===== src/fpr_pkg.sv =====
// Overview of operation
// - After reset the address/fault pin is an input selecting the slave address.
// - Writing one to bit 0 of register 0x05 turns the pin into fault output.
// - In output mode the pin is 0 on any shutdown-causing fault, 1 otherwise, including during current limiting.
// - Every shutdown-causing fault drives the pin low while it is an output.
// - Latched fault bit of status register 0x02 stays set after the fault clears.
// - Latched fault bit is cleared only by a host register write.
// - High current first triggers cycle-by-cycle current limiting, not shutdown.
// - Persisting overcurrent causes shutdown with outputs high impedance.
// - After overcurrent shutdown, normal operation resumes once overcurrent is gone.
// - Overcurrent on any bridge shuts down all four half-bridges together.
// - Overtemperature enters thermal shutdown, outputs high impedance, fault low.
// - Thermal shutdown ends automatically when overtemperature clears.
// - Undervoltage on any supply forces outputs high impedance and fault low at once.
// - Power-on-reset indication clears the overload protection state.
// - Leaving shutdown ramps duty from near zero; shutdown tristates the drivers.
`default_nettype none
package fpr_pkg;

  // ==========================================================================
  // Register map (byte addresses)
  localparam logic [7:0] FPR_ADDR_STATUS = 8'h08;
  localparam logic [7:0] FPR_ADDR_CONFIG = 8'h14;
  localparam logic [7:0] FPR_ADDR_IRQ_STAT = 8'h20;
  localparam logic [7:0] FPR_ADDR_IRQ_MASK = 8'h24;
  localparam logic [7:0] FPR_ADDR_LEVELS = 8'h28;

  // ==========================================================================
  // Field positions
  localparam int FPR_BIT_FAULT_OUT_EN = 0;
  localparam int FPR_BIT_LATCHED_FAULT = 1;
  localparam int FPR_IRQ_W = 4;
  localparam int FPR_IRQ_OC = 0;
  localparam int FPR_IRQ_OT = 1;
  localparam int FPR_IRQ_UV = 2;
  localparam int FPR_IRQ_OCSD = 3;

  // ==========================================================================
  // Timing: overcurrent persistence and soft-start ramp
  localparam int FPR_CLK_NS = 40;
  localparam int FPR_OC_PERSIST_NS = 10000;
  localparam int FPR_OC_PERSIST_CYC = (FPR_OC_PERSIST_NS + FPR_CLK_NS - 1) / FPR_CLK_NS;
  localparam int FPR_CNT_W = 12;
  localparam int FPR_DUTY_W = 8;
  localparam logic [FPR_DUTY_W-1:0] FPR_DUTY_MIN = 8'h01;
  localparam logic [FPR_DUTY_W-1:0] FPR_DUTY_DEF = 8'h80;
  localparam logic [FPR_DUTY_W-1:0] FPR_RAMP_DIV = 8'h03;

  localparam logic [1:0] FPR_RESP_OKAY = 2'h0;
  localparam logic [1:0] FPR_RESP_SLVERR = 2'h2;

  // Protection state, one-hot
  typedef enum logic [3:0] {
    FPR_RUN = 4'b0001,
    FPR_LIMIT = 4'b0010,
    FPR_SHUT = 4'b0100,
    FPR_RAMP = 4'b1000
  } fpr_state_t;

  // Synchronised detector group
  typedef struct packed {
    logic oc;
    logic ot;
    logic uv;
    logic por;
  } fpr_det_t;

endpackage : fpr_pkg
`default_nettype wire


===== src/fpr_fault_protect.sv =====
`timescale 1ns/10ps
`default_nettype none
module fpr_fault_protect (
  // Clock and reset
  input wire logic aclk,
  input wire logic aresetn,
  // AXI4-Lite write address
  input wire logic [7:0] s_axi_awaddr,
  input wire logic s_axi_awvalid,
  output logic s_axi_awready,
  // AXI4-Lite write data
  input wire logic [31:0] s_axi_wdata,
  input wire logic [3:0] s_axi_wstrb,
  input wire logic s_axi_wvalid,
  output logic s_axi_wready,
  // AXI4-Lite write response
  output logic [1:0] s_axi_bresp,
  output logic s_axi_bvalid,
  input wire logic s_axi_bready,
  // AXI4-Lite read address
  input wire logic [7:0] s_axi_araddr,
  input wire logic s_axi_arvalid,
  output logic s_axi_arready,
  // AXI4-Lite read data
  output logic [31:0] s_axi_rdata,
  output logic [1:0] s_axi_rresp,
  output logic s_axi_rvalid,
  input wire logic s_axi_rready,
  // Analog detectors (asynchronous)
  input wire logic [3:0] overcurrent_error,
  input wire logic overtemp_error,
  input wire logic undervoltage_error,
  input wire logic por_active,
  // Address-select / fault pin
  input wire logic addr_fault_i,
  output logic addr_fault_o,
  output logic addr_fault_oe,
  output logic addr_select_q,
  // Power stage
  output logic [3:0] bridge_hiz,
  output logic current_limit,
  output logic [7:0] duty_limit,
  // Interrupt
  output logic irq
);

  // ==========================================================================
  // Detector synchronisers
  logic [6:0] sync1_q;
  logic [6:0] sync2_q;
  logic [6:0] det_raw;
  fpr_pkg::fpr_det_t det;
  logic oc_any;

  assign det_raw = {overcurrent_error, overtemp_error, undervoltage_error, por_active};

  always_ff @(posedge aclk) begin
    if (!aresetn) begin
      sync1_q <= 7'h00;
      sync2_q <= 7'h00;
    end else begin
      sync1_q <= det_raw;
      sync2_q <= sync1_q;
    end
  end

  assign oc_any = |sync2_q[6:3];
  assign det = '{oc: oc_any, ot: sync2_q[2], uv: sync2_q[1], por: sync2_q[0]};

  // ==========================================================================
  // Protection state machine
  fpr_pkg::fpr_state_t state_q;
  logic [fpr_pkg::FPR_CNT_W-1:0] oc_cnt_q;
  logic [fpr_pkg::FPR_DUTY_W-1:0] duty_q;
  logic [fpr_pkg::FPR_DUTY_W-1:0] ramp_div_q;
  logic [fpr_pkg::FPR_DUTY_W-1:0] duty_target_q;
  logic oc_persist;
  logic shut_cause;
  logic fault_now;

  assign oc_persist = (oc_cnt_q == fpr_pkg::FPR_CNT_W'(fpr_pkg::FPR_OC_PERSIST_CYC - 1));
  assign shut_cause = det.ot || det.uv;

  always_ff @(posedge aclk) begin
    if (!aresetn) begin
      state_q <= fpr_pkg::FPR_RUN;
      oc_cnt_q <= '0;
    end else if (det.por) begin
      state_q <= fpr_pkg::FPR_SHUT;
      oc_cnt_q <= '0;
    end else begin
      case (state_q)
        fpr_pkg::FPR_RUN, fpr_pkg::FPR_RAMP: begin
          oc_cnt_q <= '0;
          if (shut_cause) begin
            state_q <= fpr_pkg::FPR_SHUT;
          end else if (det.oc) begin
            state_q <= fpr_pkg::FPR_LIMIT;
          end else if (state_q == fpr_pkg::FPR_RAMP && duty_q >= duty_target_q) begin
            state_q <= fpr_pkg::FPR_RUN;
          end
        end
        fpr_pkg::FPR_LIMIT: begin
          if (shut_cause) begin
            state_q <= fpr_pkg::FPR_SHUT;
          end else if (!det.oc) begin
            state_q <= fpr_pkg::FPR_RUN;
          end else if (oc_persist) begin
            state_q <= fpr_pkg::FPR_SHUT;
          end else begin
            oc_cnt_q <= oc_cnt_q + 1'b1;
          end
        end
        fpr_pkg::FPR_SHUT: begin
          oc_cnt_q <= '0;
          if (!shut_cause && !det.oc) begin
            state_q <= fpr_pkg::FPR_RAMP;
          end
        end
        default: begin
          state_q <= fpr_pkg::FPR_SHUT;
        end
      endcase
    end
  end

  // ==========================================================================
  // Soft-start ramp
  always_ff @(posedge aclk) begin
    if (!aresetn) begin
      duty_q <= fpr_pkg::FPR_DUTY_MIN;
      ramp_div_q <= '0;
    end else if (state_q == fpr_pkg::FPR_SHUT) begin
      duty_q <= fpr_pkg::FPR_DUTY_MIN;
      ramp_div_q <= '0;
    end else if (state_q == fpr_pkg::FPR_RAMP) begin
      if (ramp_div_q == fpr_pkg::FPR_RAMP_DIV) begin
        ramp_div_q <= '0;
        if (duty_q < duty_target_q) begin
          duty_q <= duty_q + 1'b1;
        end
      end else begin
        ramp_div_q <= ramp_div_q + 1'b1;
      end
    end else begin
      duty_q <= duty_target_q;
    end
  end

  always_ff @(posedge aclk) begin
    if (!aresetn) begin
      bridge_hiz <= 4'hf;
      current_limit <= 1'b0;
      duty_limit <= 8'h00;
    end else begin
      bridge_hiz <= {4{state_q == fpr_pkg::FPR_SHUT || shut_cause}};
      current_limit <= (state_q == fpr_pkg::FPR_LIMIT);
      duty_limit <= (state_q == fpr_pkg::FPR_SHUT) ? 8'h00 : duty_q;
    end
  end

  // ==========================================================================
  // Fault pin and address strap
  logic fault_out_en_q;
  logic strap_taken_q;

  assign fault_now = (state_q == fpr_pkg::FPR_SHUT) || shut_cause;

  always_ff @(posedge aclk) begin
    if (!aresetn) begin
      strap_taken_q <= 1'b0;
      addr_select_q <= 1'b0;
    end else if (!strap_taken_q) begin
      strap_taken_q <= 1'b1;
      addr_select_q <= addr_fault_i;
    end
  end

  always_ff @(posedge aclk) begin
    if (!aresetn) begin
      addr_fault_oe <= 1'b0;
      addr_fault_o <= 1'b1;
    end else begin
      addr_fault_oe <= fault_out_en_q;
      addr_fault_o <= !fault_now;
    end
  end

  // ==========================================================================
  // AXI4-Lite slave
  logic aw_hold_q;
  logic w_hold_q;
  logic [7:0] awaddr_q;
  logic [31:0] wdata_q;
  logic [3:0] wstrb_q;
  logic wr_fire;
  logic latched_fault_q;
  logic [fpr_pkg::FPR_IRQ_W-1:0] irq_stat_q;
  logic [fpr_pkg::FPR_IRQ_W-1:0] irq_mask_q;
  logic [fpr_pkg::FPR_IRQ_W-1:0] irq_evt;
  logic [2:0] prev_q;
  logic oc_sd_evt;
  logic prev_shut_q;
  logic [31:0] rd_val;
  logic rd_ok;

  assign s_axi_awready = !aw_hold_q && !s_axi_bvalid;
  assign s_axi_wready = !w_hold_q && !s_axi_bvalid;
  assign s_axi_arready = !s_axi_rvalid;
  assign wr_fire = aw_hold_q && w_hold_q && !s_axi_bvalid;

  always_ff @(posedge aclk) begin
    if (!aresetn) begin
      aw_hold_q <= 1'b0;
      w_hold_q <= 1'b0;
      awaddr_q <= 8'h00;
      wdata_q <= 32'h0000_0000;
      wstrb_q <= 4'h0;
      s_axi_bvalid <= 1'b0;
      s_axi_bresp <= fpr_pkg::FPR_RESP_OKAY;
    end else begin
      if (s_axi_awvalid && s_axi_awready) begin
        aw_hold_q <= 1'b1;
        awaddr_q <= s_axi_awaddr;
      end
      if (s_axi_wvalid && s_axi_wready) begin
        w_hold_q <= 1'b1;
        wdata_q <= s_axi_wdata;
        wstrb_q <= s_axi_wstrb;
      end
      if (wr_fire) begin
        aw_hold_q <= 1'b0;
        w_hold_q <= 1'b0;
        s_axi_bvalid <= 1'b1;
        case (awaddr_q)
          fpr_pkg::FPR_ADDR_STATUS, fpr_pkg::FPR_ADDR_CONFIG, fpr_pkg::FPR_ADDR_IRQ_STAT,
          fpr_pkg::FPR_ADDR_IRQ_MASK, fpr_pkg::FPR_ADDR_LEVELS: begin
            s_axi_bresp <= fpr_pkg::FPR_RESP_OKAY;
          end
          default: begin
            s_axi_bresp <= fpr_pkg::FPR_RESP_SLVERR;
          end
        endcase
      end else if (s_axi_bvalid && s_axi_bready) begin
        s_axi_bvalid <= 1'b0;
      end
    end
  end

  // Control register: fault pin mode and duty target
  always_ff @(posedge aclk) begin
    if (!aresetn) begin
      fault_out_en_q <= 1'b0;
      duty_target_q <= fpr_pkg::FPR_DUTY_DEF;
    end else if (wr_fire && awaddr_q == fpr_pkg::FPR_ADDR_CONFIG) begin
      if (wstrb_q[0]) begin
        fault_out_en_q <= wdata_q[fpr_pkg::FPR_BIT_FAULT_OUT_EN];
      end
      if (wstrb_q[1]) begin
        duty_target_q <= wdata_q[15:8];
      end
    end
  end

  // Latched fault bit: set wins over clear, cleared only by a write of one
  always_ff @(posedge aclk) begin
    if (!aresetn) begin
      latched_fault_q <= 1'b0;
    end else if (fault_now) begin
      latched_fault_q <= 1'b1;
    end else if (wr_fire && awaddr_q == fpr_pkg::FPR_ADDR_STATUS && wstrb_q[0]
                 && wdata_q[fpr_pkg::FPR_BIT_LATCHED_FAULT]) begin
      latched_fault_q <= 1'b0;
    end
  end

  // Interrupt events
  always_ff @(posedge aclk) begin
    if (!aresetn) begin
      prev_q <= 3'h0;
      prev_shut_q <= 1'b0;
    end else begin
      prev_q <= {det.oc, det.ot, det.uv};
      prev_shut_q <= (state_q == fpr_pkg::FPR_SHUT) && det.oc;
    end
  end

  assign oc_sd_evt = (state_q == fpr_pkg::FPR_SHUT) && det.oc && !prev_shut_q;
  assign irq_evt = {oc_sd_evt, det.uv && !prev_q[0], det.ot && !prev_q[1], det.oc && !prev_q[2]};

  genvar gi;
  generate
    for (gi = 0; gi < fpr_pkg::FPR_IRQ_W; gi++) begin : g_irq
      always_ff @(posedge aclk) begin
        if (!aresetn) begin
          irq_stat_q[gi] <= 1'b0;
        end else if (irq_evt[gi]) begin
          irq_stat_q[gi] <= 1'b1;
        end else if (wr_fire && awaddr_q == fpr_pkg::FPR_ADDR_IRQ_STAT && wstrb_q[0]
                     && wdata_q[gi]) begin
          irq_stat_q[gi] <= 1'b0;
        end
      end
    end
  endgenerate

  always_ff @(posedge aclk) begin
    if (!aresetn) begin
      irq_mask_q <= '0;
    end else if (wr_fire && awaddr_q == fpr_pkg::FPR_ADDR_IRQ_MASK && wstrb_q[0]) begin
      irq_mask_q <= wdata_q[fpr_pkg::FPR_IRQ_W-1:0];
    end
  end

  assign irq = |(irq_stat_q & irq_mask_q);

  // Read path
  always_comb begin
    rd_val = 32'h0000_0000;
    rd_ok = 1'b1;
    case (s_axi_araddr)
      fpr_pkg::FPR_ADDR_STATUS: rd_val[fpr_pkg::FPR_BIT_LATCHED_FAULT] = latched_fault_q;
      fpr_pkg::FPR_ADDR_CONFIG: rd_val = {16'h0000, duty_target_q, 7'h00, fault_out_en_q};
      fpr_pkg::FPR_ADDR_IRQ_STAT: rd_val = {28'h0000000, irq_stat_q};
      fpr_pkg::FPR_ADDR_IRQ_MASK: rd_val = {28'h0000000, irq_mask_q};
      fpr_pkg::FPR_ADDR_LEVELS: rd_val = {20'h00000, duty_q, state_q};
      default: rd_ok = 1'b0;
    endcase
  end

  always_ff @(posedge aclk) begin
    if (!aresetn) begin
      s_axi_rvalid <= 1'b0;
      s_axi_rdata <= 32'h0000_0000;
      s_axi_rresp <= fpr_pkg::FPR_RESP_OKAY;
    end else if (s_axi_arvalid && s_axi_arready) begin
      s_axi_rvalid <= 1'b1;
      s_axi_rdata <= rd_val;
      s_axi_rresp <= rd_ok ? fpr_pkg::FPR_RESP_OKAY : fpr_pkg::FPR_RESP_SLVERR;
    end else if (s_axi_rvalid && s_axi_rready) begin
      s_axi_rvalid <= 1'b0;
    end
  end
endmodule // fpr_fault_protect
`default_nettype wire


===== config.mk =====
export PLATFORM = sky130hd
export DESIGN_NAME = fpr_fault_protect
export DESIGN_NICKNAME = d
export VERILOG_FILES = /design/src/fpr_pkg.sv /design/src/fpr_fault_protect.sv
export SDC_FILE = /design/constraint.sdc
export NUM_CORES = 1
export LEC_CHECK = 0
export ABC_AREA = 0
export BUFFER_PORTS_ARGS = -buffer_cell sky130_fd_sc_hd__buf_2
export CORE_MARGIN = 3
export CORE_UTILIZATION = 28
export CTS_BUF_LIST = sky130_fd_sc_hd__clkbuf_16
export DETAILED_ROUTE_END_ITERATION = 7
export GPL_TIMING_DRIVEN = 0
export PLACE_DENSITY_LB_ADDON = 0.08
export SETUP_SLACK_MARGIN = 0.15
export SYNTH_ARGS = -nofsm -noshare
export SYNTH_HDL_FRONTEND = slang
export SYNTH_SLANG_ARGS = --single-unit

===== constraint.sdc =====
create_clock -name aclk -period 1.95 [get_ports aclk]
set_input_delay 0.39 -clock aclk [delete_from_list [all_inputs] [get_ports aclk]]
set_output_delay 0.39 -clock aclk [all_outputs]
set_load 0.05 [all_outputs]

* Yosys cells after proc, flatten, opt, wreduce, memory -nomap -nowiden
Cells that the tools add are included.
Cells by class: bitwise gates (word level) 2, add/subtract/negate cells 3, equal/unequal tests 27, reduce and logical (&&, ||, !) cells 64, mux-type cells 38, $lt $le $gt $ge 2
Operators by type and width (number):
- $pmux W14 S4 | 1
- $eq A8 B6 Y1 const B | 6
- $mux W12 | 3
- $mux W8 | 4
- $logic_and A1 B1 Y1 | 28
- $mux W4 | 7
- $pmux W12 S2 | 1
- $add A8 B1 Y8 const B | 2
- $eq A8 B4 Y1 const B | 2
- $eq A8 B5 Y1 const B | 2
- $mux W1 | 16
- $reduce_bool A2 Y1 | 8
- $add A12 B1 Y12 const B | 1
- $eq A12 B8 Y1 const B | 1
- $pmux W4 S3 | 1
- $logic_not A1 Y1 | 11
- $ne A5 B5 Y1 const B | 2
- $reduce_or A5 Y1 | 2
- $eq A8 B2 Y1 const B | 1
- $ge A8 B8 Y1 | 1
- $lt A8 B8 Y1 | 1
- $ne A2 B2 Y1 const B | 4
- $ne A4 B4 Y1 const B | 2
- $pmux W1 S4 | 2
- other kinds (17) | 27
Word-level totals: output and inout port bits 58, register bits 148, bits of input ports 67, word-level logic and storage cells 170

* Longest topological paths before layout
Gate-level depths: netlist of the first run.
word-level depth 7, gate-level depth with buffers 9, gate-level depth less buffers 8

* Least setup slack after synthesis of the first run
Ideal clock, no wire load.
kind reg2reg, from register s_axi_bvalid, to register wdata_q[10], buffers on the path 2, slack -269 ps, cell stages (with the launch flop) 7, data arrival time 2143 ps, setup time 76 ps, required time 1874 ps, cell sequence dfxtp_1 -> nor2_1 -> and2_1 -> clkbuf_1 -> clkbuf_1 -> nand2_1 -> a21boi_0
On the way: cells in the longest elaborated chain, start to end 3
Ends and longest elaborated chain:
- start: declaration | RTL line fpr_fault_protect.sv:18 | output logic s_axi_bvalid,
- start signal: assignment | RTL line fpr_fault_protect.sv:219 | s_axi_bvalid <= 1'b0;
- start signal: assignment | RTL line fpr_fault_protect.sv:234 | s_axi_bvalid <= 1'b1;
- start signal: assignment | RTL line fpr_fault_protect.sv:245 | s_axi_bvalid <= 1'b0;
- $logic_not A1 Y1 | RTL line fpr_fault_protect.sv:208 | assign s_axi_wready = !w_hold_q && !s_axi_bvalid;
- $logic_and A1 B1 Y1 | RTL line fpr_fault_protect.sv:208
- via s_axi_wready | RTL line fpr_fault_protect.sv:15 | output logic s_axi_wready,
- $logic_and A1 B1 Y1 | RTL line fpr_fault_protect.sv:226 | if (s_axi_wvalid && s_axi_wready) begin
- end signal: assignment | RTL line fpr_fault_protect.sv:228 | wdata_q <= s_axi_wdata;
- end: declaration | RTL line fpr_fault_protect.sv:194 | logic [31:0] wdata_q;
The timed path passes the listed nets, and every way through them passes these cells. A chain may end at the register's enable or synchronous reset.

* Worst setup path in the final report of the first run
from register duty_target_q[1] in the netlist's numbering, to register duty_q[3] in the netlist's numbering
On the way: cells in the longest elaborated chain, start to end 3
Ends and longest elaborated chain:
- start: declaration | RTL line fpr_fault_protect.sv:76 | logic [fpr_pkg::FPR_DUTY_W-1:0] duty_target_q;
- start signal: assignment | RTL line fpr_fault_protect.sv:254 | duty_target_q <= fpr_pkg::FPR_DUTY_DEF;
- start signal: assignment | RTL line fpr_fault_protect.sv:260 | duty_target_q <= wdata_q[15:8];
- $lt A8 B8 Y1 | RTL line fpr_fault_protect.sv:139 | if (duty_q < duty_target_q) begin
- $ne A2 B1 Y1 (no line)
- $reduce_and A2 Y1 (no line)
- end signal: assignment | RTL line fpr_fault_protect.sv:134 | duty_q <= fpr_pkg::FPR_DUTY_MIN;
- end signal: assignment | RTL line fpr_fault_protect.sv:140 | duty_q <= duty_q + 1'b1;
- end signal: assignment | RTL line fpr_fault_protect.sv:146 | duty_q <= duty_target_q;
- end: declaration | RTL line fpr_fault_protect.sv:74 | logic [fpr_pkg::FPR_DUTY_W-1:0] duty_q;
Every way passes these cells.

==> results of run 1 <==
-- registers in the layout (all words and copies together), names as in the netlist, 3 cells and up --
register,count
s_axi_rdata,16
oc_cnt_q,12
wdata_q,12
awaddr_q,8
duty_limit,8
duty_q,8
duty_target_q,8
ramp_div_q,8
sync1_q,7
sync2_q,7
irq_mask_q,4
irq_stat_q,4
state_q,4
prev_q,3
-- critical path, cell delays in order (launching register included) --
cell and delay, ns:
dfxtp_4 0.36, inv_4 0.04, ha_4 0.21, nor2b_4 0.12, o211ai_1 0.27, a21oi_4 0.16, buf_4 0.19, nor4b_4 0.21
xnor2_1 0.14, a21oi_1 0.08
-- kinds of logic (layout without fill, tap and decap cells) --
| kind of cell | count (synthesis) | in the layout | synth area share |
|---|---|---|---|
| other | 1 | 19 | 0.000668 |
| muxes | 16 | 16 | 0.0290 |
| AOI/OAI and AO/OA | 109 | 109 | 0.128 |
| adders and majority gates | 12 | 12 | 0.0267 |
| xor gates and xnor gates | 25 | 25 | 0.0390 |
| and+or+nand+nor | 272 | 272 | 0.265 |
| buffers and inverters | 69 | 221 | 0.0631 |
| DFF | 126 | 126 | 0.449 |
-- power groups by stage --
stage,Sequential (mW),Combinational (mW),Clock (mW)
after floorplan,2.84,0.505,0
after global placement,2.81,0.748,0
after detailed placement,2.81,0.754,0
after CTS,2.75,0.847,3.33
after global routing,2.75,1.05,3.45
final,2.74,0.964,3.25
-- layout make-up --
| type | instances | area (um^2) |
|---|---|---|
| flip-flops and latches | 126 | 2580 |
| fillers | 2014 | 11700 |
| inverters | 18 | 73.8 |
| plain buffers | 50 | 328 |
| multi-input cells | 452 | 3220 |
| diodes | 1 | 2.50 |
| well taps | 265 | 332 |
| repair buffers | 121 | 737 |
| clock inverters | 15 | 176 |
| clock buffers | 17 | 425 |
-- final timing paths --
| path | to | cells past startpoint | startpoint |
|---|---|---|---|
| max reg2reg | duty_q[3]$_SDFFE_PP0P_ | 9 | duty_target_q[1]$_SDFFE_PN0P_ |
| min reg2reg | sync2_q[2]$_SDFF_PN0_ | 1 | sync1_q[2]$_SDFF_PN0_ |
| max | duty_q[3]$_SDFFE_PP0P_ | 9 | duty_target_q[1]$_SDFFE_PN0P_ |
| min | sync1_q[0]$_SDFF_PN0_ | 2 | por_active |
-- Yosys cell counts (11+ instances only) --
cell type  count
dfxtp_1      126
nand2_1       91
nor2_1        40
and2_1        36
a21boi_0      35
o21ai_0       23
buf_4         22
clkbuf_1      22
nor2b_1       21
a21oi_1       20
nand3_1       19
xnor2_1       19
inv_1         18
mux2i_1       14
ha_1          12
a22oi_1       11
-- cell usage in the layout (no fill, tap or decap), drive strengths merged, types with 3 or more instances in the layout --
cell type and instances:
a21oi 20, bufinv 4, and2 36, a21boi 35
dfxtp 126, a211oi 3, nor2b 21, buf 150
nand2b 6, nor2 40, inv 17, clkinvlp 3
nand2 91, and3 5, nand3 19, nand4 6
mux2i 14, ha 12, clkbuf 38, conb 18
xnor2 19, nor4 12, nor3 4, o211ai 3
o21ai 24, xor2 6, o21a 4, clkinv 9
a22oi 11, or4 4, and4 3, nor4b 8
nor3b 6
-- metal layers --
layer,GRT usage,up-vias
li1,-,2439
met2,0.246,97
met5,0,-
met4,0.0606,0
met1,0.187,2240
met3,0.0310,19
-- what timing repair did --
item	CTS	global route
pin swaps	30	43
buffers inserted	24	13
resized for setup	71	55
hold endpoints to repair	0	0
setup endpoints to repair	51	59
gates cloned	0	1
==> metrics.cfg, run 1 <==
[sta]
setup-violations-final = 0
fin_crit_ns = 1.90
relSlewSlack = 0.614
skew_ns = 0.0106
slew_violations = 0
fin_crit_sh = 0.975
finalSetupTns_ns = 0
setup_slack_ns = 0.0484
fmax_ghz = 0.526
tightest_slew_ns = 0.579
holdWs_ns = 0.181
hold_violations = 0
rsz0062_at_grt = yes

[die]
rows = 51
chipWidth_um = 148
die_y_um = 148
dieArea_mm2 = 0.0218
start_util = 0.287
coreArea_mm2 = 0.0196
ios = 125

[layout]
syn2layout_area_growth_pct = 40.2
instances_no_fill = 1065
drive_above_1_share = 0.342
fin_area_mm2 = 0.00787
fin_util = 0.402
fin_nets = 865

[global_route]
track_usage = 0.148
antenna_found_initial = 2
grt-ovfl-total = 0
grt_pass1_vias = 4763
grt_pass1_wl_um = 25400
grt_max_degree = 17

[clocking]
cts.sinks = 126
root_buffer = clkbuf_16
clockBufferDepth = 2
cts_tree = yes
clk_latency_ns = 0.42
cts_max_level = 4
cts_buffers = 17
clkTransAtPathRegs_ns = 0.05
cts.hold.buffers_added = 0

[place]
dpl_cell_area_mm2 = 0.00648
dpl_worst_slack_ns = -0.316
place_congestion = 0.806
dp.cells = 995
hpwl_um = 11500
portBuffers = 83

[critical_path]
crit_type = reg -> reg
crit_arrival_ns = 2.19
ff2ff_setup_slack_ns = 0.05
cp_max_fo = 6
endpoint_kind = register
worstPathRequired_ns = 2.24
cp-start-kind = register

[yosys]
yosys_warnings = 0
yosysTopAreaCell = dfxtp_1
syn_area_per_cell_um2 = 8.91
syn_inst = 630
async_flop_share = 0
synth_area_leaders = dfxtp_1 (45%), nand2_1 (6.1%), a21boi_0 (4.7%), and2_1 (4.0%), xnor2_1 (3.0%)
ys.flop_type = dfxtp_1
synth_top_cell_area_share = 0.449
netlist_area_mm2 = 0.00562
synth_cell_types = 55
ys_seq_area_frac = 0.449
ys_ff_latch = 126
synth_edf_count = 0

[power_and_ir_drop]
pwr-share-seq = 0.394
intPower_mw = 5.16
power_mw = 6.96
switching_share = 0.259
leakage_nw = 3.20
netSwitchingPower_mw = 1.80
power.share.clock = 0.467
power_frac_comb = 0.139
power_density_mw_per_mm2 = 884
ir_drop_mv = 0.596

[route]
viasPerCell = 4.50
drtPass1Iterations = 4
wl_per_cell_um = 15.0
drt-met1-wl_um = 7340
wirelength_um = 16000
wl_met3_um = 656
drt_iter0_markers = 178
wl_met2_um = 7680
num_vias = 4795
ant_nets = 0
drcViolationCount = 0
highest_layer = met4

[flow_run]
drv_cap = 0

[worst_hold_path]
min-delay-path-class = in -> reg

[status]
status = completed

No activity file was read; power rests on OpenSTA's default activity.
==> inputs of run 2 (changes only) <==
CTS_BUF_LIST = default   (was sky130_fd_sc_hd__clkbuf_16)
==> run 2 against run 1 <==
  * Clock power increased by 7.4%
  * First-iteration DRC count increased by 11%
  * Cell count decreased by 0.47%
  * Maximum frequency decreased by 0.41%
  * Clock skew decreased by 0.0015 ns
  * Via count about the same
  * Critical endpoint is now duty_q[6]$_SDFFE_PP0P_
==> metrics.cfg, run 2 (synthesis gave the netlist of run 1 again) <==
[power_and_ir_drop]
ir_drop_mv = 0.585  ; was 0.596 mV
power_density_mw_per_mm2 = 916  ; was 884 mW/mm^2
leakage_nw = 3.20  ; about the same
power_mw = 7.20  ; was 6.96 mW

[global_route]
use_met2 = 0.248  ; was 0.246
met1_usage = 0.190  ; was 0.187
grt_use_met3 = 0.0392  ; was 0.0310
grt-ovfl-total = 0  ; unchanged
grt_max_degree = 17  ; unchanged
grt_pass1_wl_um = 25600  ; was 25400 um
antenna_found_initial = 2  ; unchanged
grt_pass1_vias = 4793  ; was 4763
track_usage = 0.149  ; was 0.148
grt_busiest_layer = met2  ; unchanged

[route]
viasPerCell = 4.53  ; was 4.50
wl_per_cell_um = 15.0  ; about the same
drt_iter0_markers = 197  ; was 178
drcViolationCount = 0  ; unchanged
ant_nets = 0  ; unchanged
drtPass1Iterations = 4  ; unchanged
wirelength_um = 15900  ; was 16000 um
num_vias = 4799  ; was 4795

[worst_hold_path]
min-delay-path-class = in -> reg  ; unchanged
holdPathEnd = sync1_q[1]$_SDFF_PN0_  ; was sync1_q[0]$_SDFF_PN0_
whs_path_depth = 2  ; unchanged
hold_start = undervoltage_error  ; was por_active

[layout]
fin_util = 0.401  ; was 0.402
drive_above_1_share = 0.339  ; was 0.342
instances_no_fill = 1060  ; was 1065
layout_commonest_cell = dfxtp_1  ; unchanged
largest_register = s_axi_rdata  ; unchanged
n_fill_cell = 2015  ; was 2014
layout_common_cells = dfxtp_1 (102), nand2_1 (90), buf_2 (87)  ; was dfxtp_1 (101), nand2_1 (90), buf_2 (86)
top_regs = s_axi_rdata: 16 flops, oc_cnt_q: 12 flops, wdata_q: 12 flops  ; unchanged
largest_register_ffs = 16  ; unchanged
syn2layout_area_growth_pct = 39.9  ; was 40.2%
fin_nets = 860  ; was 865

[die]
ios = 125  ; unchanged
rows = 51  ; unchanged
dieArea_mm2 = 0.0218  ; unchanged
coreArea_mm2 = 0.0196  ; unchanged
start_util = 0.287  ; unchanged
die_y_um = 148  ; unchanged
chipWidth_um = 148  ; unchanged

[critical_path]
ff2ff_setup_slack_ns = 0.04  ; was 0.05 ns
worst_path_largest_cell_delay_ns = 0.40  ; was 0.36 ns
crit_arrival_ns = 2.19  ; about the same
worstPathRequired_ns = 2.23  ; was 2.24 ns
worst_r2r_path_depth = 9  ; unchanged
timing.rr.start = duty_target_q[1]$_SDFFE_PN0P_  ; unchanged
crit_chain = inv_4 > ha_4 > nor2b_4 > o211ai_1 > a21oi_4 > buf_12 > nor4_4 > xnor2_1 > a21oi_1  ; was inv_4 > ha_4 > nor2b_4 > o211ai_1 > a21oi_4 > buf_4 > nor4b_4 > xnor2_1 > a21oi_1
endpoint_kind = register  ; unchanged
cp-start-kind = register  ; unchanged
critPathLaunch = duty_target_q[1]$_SDFFE_PN0P_  ; unchanged
crit_type = reg -> reg  ; unchanged
rr_endpoint = duty_q[6]$_SDFFE_PP0P_  ; was duty_q[3]$_SDFFE_PP0P_
cp_max_fo = 6  ; unchanged
cp_slowest_cell = a21oi_4  ; was dfxtp_4

[clocking]
cts_max_level = 4  ; unchanged
cts.hold.buffers_added = 0  ; unchanged
root_buffer = clkbuf_16  ; unchanged
cts_buffers = 17  ; unchanged
cts_tree = yes  ; unchanged
cts.sinks = 126  ; unchanged
clockBufferDepth = 2  ; unchanged
clkTransAtPathRegs_ns = 0.06  ; was 0.05 ns
clk_latency_ns = 0.42  ; about the same

[place]
dp.cells = 995  ; unchanged
hpwl_um = 11500  ; unchanged
place_congestion = 0.806  ; unchanged
portBuffers = 83  ; unchanged

[sta]
relSlewSlack = 0.623  ; was 0.614
holdWs_ns = 0.188  ; was 0.181 ns
fin_crit_sh = 0.979  ; was 0.975
setup-violations-final = 0  ; unchanged
hold_violations = 0  ; unchanged
rsz0062_at_grt = yes  ; unchanged
slew_violations = 0  ; unchanged
fmax_ghz = 0.524  ; was 0.526 GHz
tightest_slew_ns = 0.565  ; was 0.579 ns
fin_crit_ns = 1.91  ; was 1.90 ns
skew_ns = 0.00917  ; was 0.0106 ns

[flow_run]
drv_cap = 0  ; unchanged

[status]
status = completed  ; unchanged

-- run 2: worst max path at each step --
| stage | depth (start not counted) | endpoint | slack, ns |
|---|---|---|---|
| floorplan | 9 | duty_q[7]$_SDFFE_PP0P_ | 0.06 |
| global placement | 9 | duty_q[5]$_SDFFE_PP0P_ | -0.29 |
| detailed placement | 9 | duty_q[7]$_SDFFE_PP0P_ | -0.32 |
| CTS | 8 | oc_cnt_q[9]$_SDFFE_PP0P_ | 0.07 |
| global route | 9 | duty_q[6]$_SDFFE_PP0P_ | -0.03 |
| finish | 9 | duty_q[6]$_SDFFE_PP0P_ | 0.04 |
-- run 2: final cells by class --
type,count,area (um^2),area share
multi-input combinational,452,3180,0.404
sequential,126,2580,0.328
timing repair buffer,116,704,0.0897
clock buffer,23,508,0.0647
tap,265,332,0.0422
buffer,50,324,0.0412
clock inverter,9,154,0.0196
inverter,18,76.3,0.00971
antenna,1,2.50,0.000319
-- run 2: through the flow --
stage	instance area (um^2)	worst slack (ns)	setup TNS, ns
CTS	7660	0.0744	0
detailed placement	6480	-0.316	-5.68
finish	7860	0.0406	0
floorplan	5730	0.0616	0
global placement	6480	-0.285	-4.70
global route	7860	-0.0261	-0.0489
-- run 2: layer usage --
layer	routed length (um)	share of wire
met5	0	0
met4	238	0.015
met3	616	0.039
met2	7610	0.48
met1	7430	0.47
-- run 2: power breakdown --
part	switching [mW]	internal (mW)
Combinational	0.577	0.383
Clock	1.15	2.34
Sequential	0.0795	2.66
-- run 2: timing repair --
| action | 4_1_cts | 5_1_grt |
|---|---|---|
| pin swaps | 36 | 31 |
| cloned | 1 | 1 |
| resized for setup | 75 | 41 |
| endpoints found under the setup margin | 51 | 60 |
| setup buffers | 23 | 8 |
-- run 2: critical path, delay by kind of cell, from the launching register on --
family / cells / cell delay [ns]
simple gates: 2 / 0.15
buf+inv: 2 / 0.21
flops: 1 / 0.36
compound gates: 3 / 0.63
fa+ha+maj: 1 / 0.25
xor+xnor: 1 / 0.17
